### src/include/amon_pkg.sv
// Package for the alarm monitor: register map, field layout, reset values and shared types
package amon_pkg;

    // ------------------------------------------------------------
    // Register byte offsets
    // ------------------------------------------------------------
    localparam logic [7:0] ADDR_STATUS = 8'h00; // Sticky alarm status, read clears
    localparam logic [7:0] ADDR_ENABLE = 8'h04; // Per-source alert enable
    localparam logic [7:0] ADDR_CONFIG = 8'h08; // Latch disable and count selects
    localparam logic [7:0] ADDR_SWRST = 8'h0c; // Any write clears alarms
    localparam logic [7:0] ADDR_HYS_BASE = 8'h10; // Seven hysteresis words, 4 bytes apart
    localparam logic [7:0] ADDR_HI_BASE = 8'h30; // Seven high thresholds
    localparam logic [7:0] ADDR_LO_BASE = 8'h50; // Seven low thresholds
    localparam logic [7:0] ADDR_IRQ_ST = 8'h70; // Event status, write one to clear
    localparam logic [7:0] ADDR_IRQ_MASK = 8'h74; // Event mask

    // ------------------------------------------------------------
    // Sizes and field positions
    // ------------------------------------------------------------
    localparam int NUM_CH = 7; // Four analog, three temperature channels
    localparam int NUM_ANALOG = 4; // Channels 0..3 are analog
    localparam int NUM_SRC = 11; // 4 analog, 3x2 temperature, die overheat
    localparam int CFG_LATCH_DIS_BIT = 0; // latch_disable position
    localparam int CFG_ACNT_LSB = 4; // analog_consec_count_sel [6:4]
    localparam int CFG_TCNT_LSB = 8; // temp_consec_count_sel [9:8]
    localparam int SRC_DIE_BIT = 10; // die_overheat_flag status position

    // ------------------------------------------------------------
    // Reset values and fixed figures
    // ------------------------------------------------------------
    localparam logic [2:0] ACNT_RESET = 3'h3; // Analog N = 16
    localparam logic [1:0] TCNT_RESET = 2'h2; // Temperature N = 4
    localparam logic [11:0] HI_RESET = 12'hfff; // Window wide open for analog channels only
    localparam logic [11:0] LO_RESET = 12'h000;
    localparam logic [6:0] HYS_RESET = 7'h08;
    localparam logic [NUM_SRC-1:0] ENABLE_RESET = 11'h000;
    localparam logic [11:0] DIE_HYS = 12'h008; // Fixed 8 degree hysteresis

    // ------------------------------------------------------------
    // Types
    // ------------------------------------------------------------
    typedef struct packed {
        logic latch_disable;
        logic [2:0] analog_consec_count_sel;
        logic [1:0] temp_consec_count_sel;
    } amon_cfg_t;

    typedef struct packed {
        logic valid;        // One-cycle conversion strobe
        logic [2:0] chan;   // Channel index 0..6
        logic [11:0] value; // Result, two's complement for temperatures
    } amon_conv_t;

    typedef enum logic [1:0] {
        CH_IDLE = 2'b00,   // In window
        CH_COUNT = 2'b01,  // Counting out-of-range samples
        CH_ALARM = 2'b11   // Condition raised, waiting for hysteresis
    } amon_chst_t;

endpackage : amon_pkg

### src/core/amon_chan.sv
// One monitored channel: consecutive-sample filter and hysteresis release
`timescale 1ns/1ns
module amon_chan (
    // Clock and reset
    input wire logic pclk,
    input wire logic presetn,
    input wire logic ce,
    // Conversion
    input wire logic sample,
    input wire logic is_temp,
    input wire logic [11:0] value,
    input wire logic [11:0] hi_lim,
    input wire logic [11:0] lo_lim,
    input wire logic [11:0] hys,
    input wire logic [8:0] need_n,
    // Conditions
    output logic cond_hi,
    output logic cond_lo
);

    // Signed compare for temperatures, unsigned for analog
    function automatic logic less(input logic [11:0] a, input logic [11:0] b, input logic sgn);
        less = sgn ? ($signed(a) < $signed(b)) : (a < b);
    endfunction : less

    logic [8:0] run_hi; // Consecutive samples above window
    logic [8:0] run_lo; // Consecutive samples below window
    logic [12:0] rel_hi; // Release point below high limit
    logic [12:0] rel_lo; // Release point above low limit
    logic above, below, back_hi, back_lo;

    // Widen by one bit so hysteresis never wraps around
    assign rel_hi = {is_temp & hi_lim[11], hi_lim} - {1'b0, hys};
    assign rel_lo = {is_temp & lo_lim[11], lo_lim} + {1'b0, hys};
    assign above = less(hi_lim, value, is_temp);
    assign below = less(value, lo_lim, is_temp);
    // Hysteresis release points
    // Signed on both sides, so a high limit below the hysteresis never releases at once
    assign back_hi = $signed({is_temp & value[11], value}) <= $signed(rel_hi);
    assign back_lo = is_temp ? ($signed({value[11], value}) >= $signed(rel_lo)) : ({1'b0, value} >= rel_lo);

    // High side filter and condition
    always_ff @(posedge pclk or negedge presetn) begin
        if (!presetn) begin
            run_hi <= 9'h000;
            cond_hi <= 1'b0;
        end else if (ce && sample) begin
            run_hi <= above ? ((run_hi == need_n) ? run_hi : run_hi + 9'h001) : 9'h000;
            // Raise after N in a row
            if (above && (run_hi + 9'h001 >= need_n)) begin
                cond_hi <= 1'b1;
            end else if (back_hi) begin
                cond_hi <= 1'b0;
            end
        end
    end

    // Low side filter and condition
    always_ff @(posedge pclk or negedge presetn) begin
        if (!presetn) begin
            run_lo <= 9'h000;
            cond_lo <= 1'b0;
        end else if (ce && sample) begin
            run_lo <= below ? ((run_lo == need_n) ? run_lo : run_lo + 9'h001) : 9'h000;
            // Raise after N in a row
            if (below && (run_lo + 9'h001 >= need_n)) begin
                cond_lo <= 1'b1;
            end else if (back_lo) begin
                cond_lo <= 1'b0;
            end
        end
    end
endmodule : amon_chan

### src/core/amon_top.sv
// Alarm monitor top: APB registers, channel filters, status latching and open-drain alarm pin
//
// Operation
// - Alarm pin pulls low, else released
// - Enabled sources alone drive the pin
// - Masked sources still set status
// - Latched bit needs resolution plus read
// - Status read clears; live conditions return
// - Resets clear all status bits
// - Latch disabled: status follows condition
// - Release only past hysteresis from limit
// - Per-channel programmable hysteresis ranges
// - Die overheat uses fixed 8 degrees
// - Alarm after N consecutive bad samples
// - Analog count select maps to N
// - Temperature count select maps to N
// - Global flag ORs enabled alarms
// - Thresholds form window per channel
// - Temperatures have high and low bits
//
// The implementer's own choices: the register addresses and the APB interface to the registers.
`timescale 1ns/1ns
module amon_top (
    // Clock, reset, enable
    input wire logic pclk,
    input wire logic presetn,
    input wire logic ce,
    // APB slave
    input wire logic psel,
    input wire logic penable,
    input wire logic pwrite,
    input wire logic [7:0] paddr,
    input wire logic [31:0] pwdata,
    output logic [31:0] prdata,
    output logic pready,
    output logic pslverr,
    // Conversion results and die sensor
    input wire amon_pkg::amon_conv_t conv,
    input wire logic die_temp_valid,
    input wire logic [11:0] die_temp,
    input wire logic [11:0] die_limit,
    // Alarm pin and flags
    output logic alarm_o,
    output logic alarm_oen,
    output logic global_flag,
    output logic irq
);

    // ------------------------------------------------------------
    // Registers
    // ------------------------------------------------------------
    logic [amon_pkg::NUM_SRC-1:0] status; // Alarm status bits
    logic [amon_pkg::NUM_SRC-1:0] source_alert_enable; // Per-source pin enable
    amon_pkg::amon_cfg_t cfg; // Latch disable and count selects
    logic [6:0] hys_r [amon_pkg::NUM_CH]; // Hysteresis per channel
    logic [11:0] hi_r [amon_pkg::NUM_CH]; // High thresholds
    logic [11:0] lo_r [amon_pkg::NUM_CH]; // Low thresholds
    logic [1:0] irq_st; // bit0 new alarm, bit1 global flag rose
    logic [1:0] irq_mask;
    logic sw_reset; // One-cycle soft reset of alarms
    logic die_overheat_flag; // Die condition with fixed hysteresis

    logic wr_en, rd_en;
    logic [amon_pkg::NUM_SRC-1:0] cond; // Live conditions
    logic [amon_pkg::NUM_CH-1:0] c_hi, c_lo;
    logic [8:0] n_analog, n_temp;
    logic prev_flag;

    // ------------------------------------------------------------
    // Count select decode
    // ------------------------------------------------------------
    // Analog N table
    function automatic logic [8:0] analog_n(input logic [2:0] s);
        analog_n = (s == 3'h0) ? 9'h001 : (9'h002 << s);
    endfunction : analog_n

    function automatic logic [8:0] temp_n(input logic [1:0] s);
        temp_n = 9'h001 << s;
    endfunction : temp_n

    // Word index inside a 7-entry array block
    function automatic logic [2:0] word_idx(input logic [7:0] a, input logic [7:0] base);
        logic [7:0] d;
        d = a - base;
        word_idx = d[4:2];
    endfunction : word_idx

    assign n_analog = analog_n(cfg.analog_consec_count_sel);
    assign n_temp = temp_n(cfg.temp_consec_count_sel);

    // ------------------------------------------------------------
    // APB access
    // ------------------------------------------------------------
    // Zero wait states; every address answers without error
    assign pready = 1'b1;
    assign pslverr = 1'b0;
    assign wr_en = psel & penable & pwrite & ce;
    assign rd_en = psel & penable & ~pwrite & ce;

    // Does address fall inside a 7-word array block
    function automatic logic in_blk(input logic [7:0] a, input logic [7:0] base);
        in_blk = (a >= base) && (a < base + 8'h1c) && (a[1:0] == 2'b00);
    endfunction : in_blk

    // Control registers
    always_ff @(posedge pclk or negedge presetn) begin
        if (!presetn) begin
            source_alert_enable <= amon_pkg::ENABLE_RESET;
            cfg <= '{1'b0, amon_pkg::ACNT_RESET, amon_pkg::TCNT_RESET};
            irq_mask <= 2'h0;
            sw_reset <= 1'b0;
        end else if (ce) begin
            sw_reset <= wr_en && paddr == amon_pkg::ADDR_SWRST;
            if (wr_en && paddr == amon_pkg::ADDR_ENABLE) begin
                source_alert_enable <= pwdata[amon_pkg::NUM_SRC-1:0];
            end
            if (wr_en && paddr == amon_pkg::ADDR_CONFIG) begin
                cfg.latch_disable <= pwdata[amon_pkg::CFG_LATCH_DIS_BIT];
                cfg.analog_consec_count_sel <= pwdata[amon_pkg::CFG_ACNT_LSB +: 3];
                cfg.temp_consec_count_sel <= pwdata[amon_pkg::CFG_TCNT_LSB +: 2];
            end
            if (wr_en && paddr == amon_pkg::ADDR_IRQ_MASK) begin
                irq_mask <= pwdata[1:0];
            end
        end
    end

    // Threshold and hysteresis arrays
    always_ff @(posedge pclk or negedge presetn) begin
        if (!presetn) begin
            for (int i = 0; i < amon_pkg::NUM_CH; i++) begin
                hys_r[i] <= amon_pkg::HYS_RESET;
                hi_r[i] <= amon_pkg::HI_RESET;
                lo_r[i] <= amon_pkg::LO_RESET;
            end
        end else if (wr_en) begin
            if (in_blk(paddr, amon_pkg::ADDR_HYS_BASE)) begin
                hys_r[word_idx(paddr, amon_pkg::ADDR_HYS_BASE)] <=
                    (word_idx(paddr, amon_pkg::ADDR_HYS_BASE) < 3'(amon_pkg::NUM_ANALOG)) ?
                    pwdata[6:0] : {2'b00, pwdata[4:0]};
            end
            if (in_blk(paddr, amon_pkg::ADDR_HI_BASE)) begin
                hi_r[word_idx(paddr, amon_pkg::ADDR_HI_BASE)] <= pwdata[11:0];
            end
            if (in_blk(paddr, amon_pkg::ADDR_LO_BASE)) begin
                lo_r[word_idx(paddr, amon_pkg::ADDR_LO_BASE)] <= pwdata[11:0];
            end
        end
    end

    // Read mux, registered so data comes from flops
    always_ff @(posedge pclk or negedge presetn) begin
        if (!presetn) begin
            prdata <= 32'h0000_0000;
        end else if (ce && psel && !penable && !pwrite) begin
            prdata <= 32'h0000_0000;
            if (paddr == amon_pkg::ADDR_STATUS) prdata <= 32'(status);
            if (paddr == amon_pkg::ADDR_ENABLE) prdata <= 32'(source_alert_enable);
            if (paddr == amon_pkg::ADDR_CONFIG) begin
                prdata <= 32'({cfg.temp_consec_count_sel, 1'b0, cfg.analog_consec_count_sel, 3'b000,
                    cfg.latch_disable});
            end
            if (paddr == amon_pkg::ADDR_IRQ_ST) prdata <= 32'(irq_st);
            if (paddr == amon_pkg::ADDR_IRQ_MASK) prdata <= 32'(irq_mask);
            if (in_blk(paddr, amon_pkg::ADDR_HYS_BASE)) begin
                prdata <= 32'(hys_r[word_idx(paddr, amon_pkg::ADDR_HYS_BASE)]);
            end
            if (in_blk(paddr, amon_pkg::ADDR_HI_BASE)) begin
                prdata <= 32'(hi_r[word_idx(paddr, amon_pkg::ADDR_HI_BASE)]);
            end
            if (in_blk(paddr, amon_pkg::ADDR_LO_BASE)) begin
                prdata <= 32'(lo_r[word_idx(paddr, amon_pkg::ADDR_LO_BASE)]);
            end
        end
    end

    // ------------------------------------------------------------
    // Channel filters
    // ------------------------------------------------------------
    for (genvar g = 0; g < amon_pkg::NUM_CH; g++) begin : g_ch
        amon_chan u_chan (
            .pclk(pclk),
            .presetn(presetn),
            .ce(ce),
            .sample(conv.valid && conv.chan == 3'(g)),
            .is_temp(g >= amon_pkg::NUM_ANALOG),
            .value(conv.value),
            .hi_lim(hi_r[g]),
            .lo_lim(lo_r[g]),
            .hys({5'h00, hys_r[g]}),
            .need_n((g >= amon_pkg::NUM_ANALOG) ? n_temp : n_analog),
            .cond_hi(c_hi[g]),
            .cond_lo(c_lo[g])
        );
    end

    // Die flag clears 8 degrees below limit
    always_ff @(posedge pclk or negedge presetn) begin
        if (!presetn) begin
            die_overheat_flag <= 1'b0;
        end else if (ce && die_temp_valid) begin
            if ($signed(die_temp) > $signed(die_limit)) begin
                die_overheat_flag <= 1'b1;
            end else if ($signed(die_temp) <= $signed(die_limit - amon_pkg::DIE_HYS)) begin
                die_overheat_flag <= 1'b0;
            end
        end
    end

    // Analog window bits, then temperature high/low pairs
    assign cond = {die_overheat_flag, c_lo[6], c_hi[6], c_lo[5], c_hi[5], c_lo[4], c_hi[4],
        c_hi[3] | c_lo[3], c_hi[2] | c_lo[2], c_hi[1] | c_lo[1], c_hi[0] | c_lo[0]};

    // ------------------------------------------------------------
    // Status latching
    // ------------------------------------------------------------
    // A live condition re-sets the bit in the same cycle as a read, so it never drops out
    always_ff @(posedge pclk or negedge presetn) begin
        if (!presetn) begin
            status <= '0;
        end else if (ce) begin
            if (sw_reset) begin
                status <= '0;
            end else if (cfg.latch_disable) begin
                status <= cond;
            end else if (rd_en && paddr == amon_pkg::ADDR_STATUS) begin
                status <= cond;
            end else begin
                status <= status | cond;
            end
        end
    end

    // Only enabled bits reach the flag
    assign global_flag = |(status & source_alert_enable);

    // Open-drain: drive low with enable low
    assign alarm_o = 1'b0;
    assign alarm_oen = ~global_flag;

    // ------------------------------------------------------------
    // Interrupt status
    // ------------------------------------------------------------
    always_ff @(posedge pclk or negedge presetn) begin
        if (!presetn) begin
            irq_st <= 2'h0;
            prev_flag <= 1'b0;
        end else if (ce) begin
            prev_flag <= global_flag;
            // Set beats a clear in the same cycle
            irq_st <= (irq_st & ~((wr_en && paddr == amon_pkg::ADDR_IRQ_ST) ? pwdata[1:0] : 2'h0))
                | {global_flag & ~prev_flag, |(cond & ~status)};
        end
    end

    assign irq = |(irq_st & irq_mask);
endmodule : amon_top

### config.mk
export PLATFORM = sky130hd
export DESIGN_NAME = amon_top
export DESIGN_NICKNAME = d
export VERILOG_FILES = /design/src/include/amon_pkg.sv /design/src/core/amon_chan.sv /design/src/core/amon_top.sv
export SDC_FILE = /design/constraint.sdc
export NUM_CORES = 2
export LEC_CHECK = 0
export BUFFER_PORTS_ARGS = -buffer_cell sky130_fd_sc_hd__buf_4
export CAP_MARGIN = 0
export CORE_MARGIN = 1
export CORE_UTILIZATION = 50
export CTS_CLUSTER_DIAMETER = 80
export DETAILED_ROUTE_END_ITERATION = 10
export PLACE_DENSITY = 0.66
export RECOVER_POWER = 100
export REMOVE_ABC_BUFFERS = 1
export SLEW_MARGIN = 20
export SYNTH_ARGS = -nofsm -noshare
export SYNTH_HDL_FRONTEND = slang
export SYNTH_SLANG_ARGS = --single-unit
### constraint.sdc
create_clock -name pclk -period 5.3 [get_ports pclk]
set_input_delay 0.795 -clock pclk [delete_from_list [all_inputs] [get_ports pclk]]
set_output_delay 0.795 -clock pclk [all_outputs]
set_load 0.005 [all_outputs]
### After elaboration in Yosys (flattened, before gate mapping)

Index checks and enable logic that the tools add are counted.

* add/sub/neg operators: 32
* magnitude comparators: 57
* equal/unequal tests: 39
* shift operators: 2
* multiplexer cells: 90
* bitwise operators: 24
* reductions and logical operators: 106

Operators with widths (number)
* 9-bit 2-to-1 mux: 29
* 32-bit 2-to-1 mux: 7
* 84-bit bitwise mux: 2
* 12-bit less-than comparator: 14
* 9-bit by 1-bit adder with 9-bit output, second input constant: 14
* 9-bit equality test: 14
* 9-bit >= comparator: 14
* 12-bit by 13-bit >= comparator with 1-bit output: 7
* 12-bit binary-select mux with 3-bit select: 2
* 12-bit demux with 3-bit select: 2
* 12-bit 2-to-1 mux: 6
* 2-bit AND reduction: 35
* 12-bit by 7-bit adder with 13-bit output: 4
* 13-bit less-or-equal comparator: 4
* 12-bit by 7-bit subtractor with 13-bit output: 4
* 49-bit bitwise mux: 1
* 1-bit logical AND: 47
* 11-bit 2-to-1 mux: 4
* 12-bit by 8-bit adder with 13-bit output: 3
* 12-bit by 13-bit less-or-equal comparator with 1-bit output: 3
* 12-bit by 8-bit subtractor with 13-bit output: 3
* 1-bit 2-to-1 mux: 30
* 2-bit nonzero test: 15
* 7-bit 2-to-1 mux: 4
* other kinds (40): 82

* flip-flop bits (word level): 424
* input port bits: 87
* output and inout bits: 38

### Depth between registers and ports, before layout

* depth after elaboration: 9
* depth in mapped cells: 18

### Hierarchy

A second synthesis with hierarchy kept.

* cells, all modules: 4517
* area total of the unflattened synthesis: 41177.0 um2

By module, submodules not included
* amon_top: instances 1, cells each 1074, area an instance 13560.5 um2, seq. area each 6723.9 um2
* amon_chan at g_ch[2].u_chan ...: instances 3, cells each 496, area an instance 3938.8 um2, seq. area each 500.5 um2
* amon_chan at g_ch[0].u_chan ...: instances 2, cells each 498, area an instance 3972.6 um2, seq. area each 500.5 um2
* amon_chan at g_ch[1].u_chan: instances 1, cells each 473, area an instance 3941.3 um2, seq. area each 500.5 um2
* amon_chan at g_ch[4].u_chan: instances 1, cells each 486, area an instance 3913.8 um2, seq. area each 500.5 um2

### Worst setup path before layout

OpenSTA, ideal clock, no wires.

* path type: reg-to-reg
* start point: register hi_r[2] in the netlist's numbering
* end point: register g_ch[6].u_chan.cond_hi
* library setup time: 0.153 ns
* data arrival time: 3.549 ns
* required time: 5.147 ns
* slack: 1.599 ns
* cell stages (with the launch flop): 17
* path buffers: 0
* period minus slack after synthesis: 3.701 ns
* cell sequence: dfstp_2 -> ha_1 -> nor2b_1 -> o21ai_0 -> a21boi_0 -> o21a_1 -> o21ai_0 -> or3b_2 -> xor2_1 -> ha_1 -> or4_1 -> a211oi_1 -> o21ai_0 -> a31oi_1 -> a311oi_1 -> a21oi_1 -> o22ai_1

* longest elaborated chain between the ends: 4
* elaborated cells between the ends (all ways): 7
* classes of those cells: add/sub (1); order compare (2); mux (1); reduce/logical (3)

Ends and longest elaborated chain
* from (decl): line amon_top.sv:56 `logic [11:0] hi_r [amon_pkg::NUM_CH];`
* from (signal, indexed assignment): line amon_top.sv:133 `hi_r[i] <= amon_pkg::HI_RESET;`
* from (signal, indexed assignment): line amon_top.sv:143 `hi_r[word_idx(paddr, amon_pkg::ADDR_HI_BASE)] <= pwdata[11:0];`
* 12-bit by 8-bit subtractor with 13-bit output / 12-bit less-than comparator (equally long branches): line amon_chan.sv:33, amon_chan.sv:23
* 12-bit by 13-bit less-or-equal comparator with 1-bit output / 1-bit logical AND (equally long branches): line amon_chan.sv:39, amon_chan.sv:50
* 2-bit nonzero test (no line)
* 2-bit AND reduction (no line)
* to (signal assigned): line amon_chan.sv:46 `cond_hi <= 1'b0;`
* to (signal assigned): line amon_chan.sv:51 `cond_hi <= 1'b1;`
* to (signal assigned): line amon_chan.sv:53 `cond_hi <= 1'b0;`
* to (decl): line amon_chan.sv:17 `output logic cond_hi,`

Several ways; a longest one is shown, not always the timed one.
A chain may end at the register's enable or synchronous reset.

### Final worst setup path

* start point: input paddr[3]
* end point: register hi_r[68] in the netlist's numbering

* longest elaborated chain between the ends: 7
* elaborated cells between the ends (all ways): 13
* classes of those cells: add/sub (1); order compare (4); mux (3); bitwise (1); reduce/logical (4)

Ends and longest elaborated chain
* from (decl): line amon_top.sv:32 `input wire logic [7:0] paddr,`
* 5-bit subtractor: line amon_top.sv:84 `d = a - base;`
* 3-bit inverter with 4-bit output (not written as such): line amon_top.sv:143
* 4-bit >= comparator (not written as such) / 4-bit by 1-bit less-than comparator with 1-bit output (equally long branches): line amon_top.sv:143
* 1-bit logical AND (not written as such): line amon_top.sv:143
* 12-bit 2-to-1 mux (not written as such): line amon_top.sv:143
* 12-bit demux with 3-bit select: line amon_top.sv:143
* 84-bit bitwise mux: line amon_top.sv:143

Several ways; a longest one is shown, not always the timed one.

==> run metrics <==
most frequent cells in the layout=550 x ha_1, 310 x dfrtp_1, 302 x o21ai_0, 292 x nand2_1, 245 x inv_1; Worst-path clk slew=0.05 ns; I/O Pins=125; IR drop worst, VDD=318.6 uV; Reg2Reg Setup Slack=0.94 ns; post-synthesis sequential area ratio=0.2810; global-route wire length before repair=176,300 um; filler cell count=6,563; Worst path top cell family by delay=buffers and inverters; Req. time, crit path=5.85 ns; min Tclk post-route=4.876 ns; synth unique cells=100; vias in the first global route=29,304; max-slew violations=184; TritonCTS sink count=404; Mapped Avg Cell Area=9.195 sq um; setup TNS=0 ns; cell area after synthesis=around 0.036 sq mm; Final Cycle Share=0.9200; Max Fanout on Critical Path=45; post-CTS resize count=0; Setup crit end kind=register; die area=0.07387 sq mm; Routed Antenna Nets=0; CP arrival=5.42 ns; Nets=4,655; Comb pwr share=0.197; cts bufs inserted=53; CTS tree=built; pwr dens=about 230 mW/mm^2; leakage=0.01814 uW; Hold Buf Count CTS=0; Fmax=205.1 MHz; Setup Buffers After CTS=0; fraction of layout cells with a size suffix above 1=0.1351; Vias/cell=6.154; initial core utilization=0.5073; worst slew pin tran=3.596 ns; Skew-Pair Late Insertion Delay=0.63 ns; Clk pwr share=0.423; height of the die=271.8 um; worst hold path class=register to register; dpl ws=1.107 ns; sequential power share=0.379; initial antenna violation count=5; violated checks=capacitance limit, slew limit; final hold vios=0; ys flop type=dfrtp_1; RePlAce Congestion=between 0.9 and 1; GRT Residual Overflow=0; post-synthesis async set-or-reset flop share=1.000; CTS H-tree depth=2; drc violations=0; via count=30,774; switching pwr=2816 uW; drt total wl=114,300 um; CTS Buffer Depth=3; fin worst setup slack=0.4238 ns; Yosys warnings=0; relative slew slack=-1.397; CP cell instances=clkbuf_1 > a21oi_1 > nand3b_1 > a21oi_1 > nand2_1 > nor2_1 > clkbuf_1 > mux2_2; GRT Overall Usage=0.3097; Die Width=approximately 270 um; P&R area growth vs syn=8.781%; clk_skew=0.03679 ns; core footprint=0.07173 sq mm; DP HPWL=84,560 um; status=complete, but fails checks; RSZ-0062 raised after global routing=no; Pint=6275 uW; WP buf/inv=2; Post-synth EDFFs=0; most common cell after layout, fill and taps aside=ha_1; Site Rows=98; critical path class=input port to register; largest net degree at the start of global routing=~120; Starting DRT DRC Count=2,619; port bufs=81; CP max stage delay=0.99 ns; Initial DRT Pass Iterations=5; CP max-delay cell=a21oi_1; switch share=0.3097; Final setup viols=0; #FFs+latches synth=404; routed len/inst=22.86 um; Startpoint Class=input port; Post-Syn Instances=3,958; CTS root buffer=clkbuf_16; reported max-cap violation count=5
-- cell families after synthesis --
logic type	synth area share
AO/OA/AOI/OAI	0.1760
XOR/XNOR	0.05030
adder cells (fa/ha/maj)	0.1968
buffers and inverters	0.04755
flip-flops	0.2810
multiplexers	0.08812
other	0.0002064
AND/OR/NAND/NOR	0.1600
-- synth_stat cells (16+ instances only) --
master	instances	area, sq um
ha_1	550	6882
dfrtp_1	310	7757
o21ai_0	294	1471
nand2_1	291	1092
inv_1	245	919.6
nor2_1	222	833.3
mux2_2	179	2016
a21oi_1	177	885.9
xnor2_1	122	1069
nand3_1	115	575.6
nand2b_1	102	638.1
dfstp_2	94	2470
clkbuf_1	90	337.8
xor2_1	87	762.0
nor3_1	83	415.4
nor2b_1	78	488.0
o21a_1	55	412.9
nand4_1	53	331.6
o31ai_1	50	375.4
mux2i_1	47	470.5
a21o_1	46	345.3
and3_1	46	287.8
a211oi_1	45	337.8
o211ai_1	41	307.8
mux4_2	31	698.2
a32o_1	30	300.3
buf_2	27	135.1
buf_4	25	187.7
or3_1	24	150.1
o221ai_1	22	192.7
o22ai_1	22	137.6
a22o_1	17	148.9
a31oi_1	17	106.4
a2111oi_0	16	140.1
-- registers in the layout, summed over array words and instances (netlist names) --
name and cells:
hi_r 84, irq_st 2, lo_r 84, g_ch.u_chan.cond_hi 7, source_alert_enable 11, prev_flag 1, g_ch.u_chan.run_lo 63, irq_mask 2
prdata 12, hys_r 49, status 11, g_ch.u_chan.cond_lo 7, die_overheat_flag 1, sw_reset 1, cfg 6, g_ch.u_chan.run_hi 63
-- layout make-up --
| class | instances | area (sq um) | area share |
|---|---|---|---|
| tap | 950 | 1189 | 0.03003 |
| timing repair buffer | 129 | 890.9 | 0.02250 |
| sequential | 404 | 10230 | 0.2583 |
| inverter | 248 | 930.9 | 0.02351 |
| antenna | 3 | 7.507 | 0.0001896 |
| clock buffer | 76 | 1535 | 0.03878 |
| multi-input combinational | 3168 | 24500 | 0.6189 |
| clock inverter | 23 | 305.3 | 0.007712 |
-- metal layers --
metal | vias to the layer above | global-route usage | wire (um)
met5 | - | 0 | 11
met4 | 2 | 0.1481 | 5941
met3 | 246 | 0.06050 | 9086
met2 | 1079 | 0.4731 | 49640
met1 | 14788 | 0.4197 | 49660
li1 | 14659 | - | -
-- power groups by stage --
stage	registers [uW]	logic, uW	clock network, uW
2_1_floorplan	3430	1110	0
3_3_place_gp	3500	1750	0
3_5_place_dp	3490	1780	0
4_1_cts	3440	1790	3900
5_1_grt	3470	2010	4020
6_report	3450	1790	3850
-- through the flow --
step	hold WS, ns	total power [uW]	cells	util	cell area (sq um)
finish	0.4892	9091	5001	0.5519	39590
global route	0.5069	9504	4998	0.5518	39580
CTS	0.09367	9140	4997	0.5537	39710
detailed placement	0.4811	5272	4898	0.5280	37870
global placement	0.4796	5245	4898	0.5280	37870
floorplan	0.4571	4538	3820	-	35670
-- path summary, 6_finish.rpt --
kind | depth (start not counted) | from | endpoint
hold reg to reg | 1 | g_ch[2].u_chan.cond_hi | g_ch[2].u_chan.cond_hi
max in group asynchronous | 2 | presetn | hys_r[42]
hold / removal | 1 | g_ch[2].u_chan.cond_hi | g_ch[2].u_chan.cond_hi
setup reg to reg | 16 | hi_r[2] | g_ch[6].u_chan.cond_hi
setup / recovery | 8 | paddr[3] | hi_r[68]
min in group asynchronous | 1 | presetn | g_ch[2].u_chan.run_hi[8]
Power figures use the tool's default switching activity.
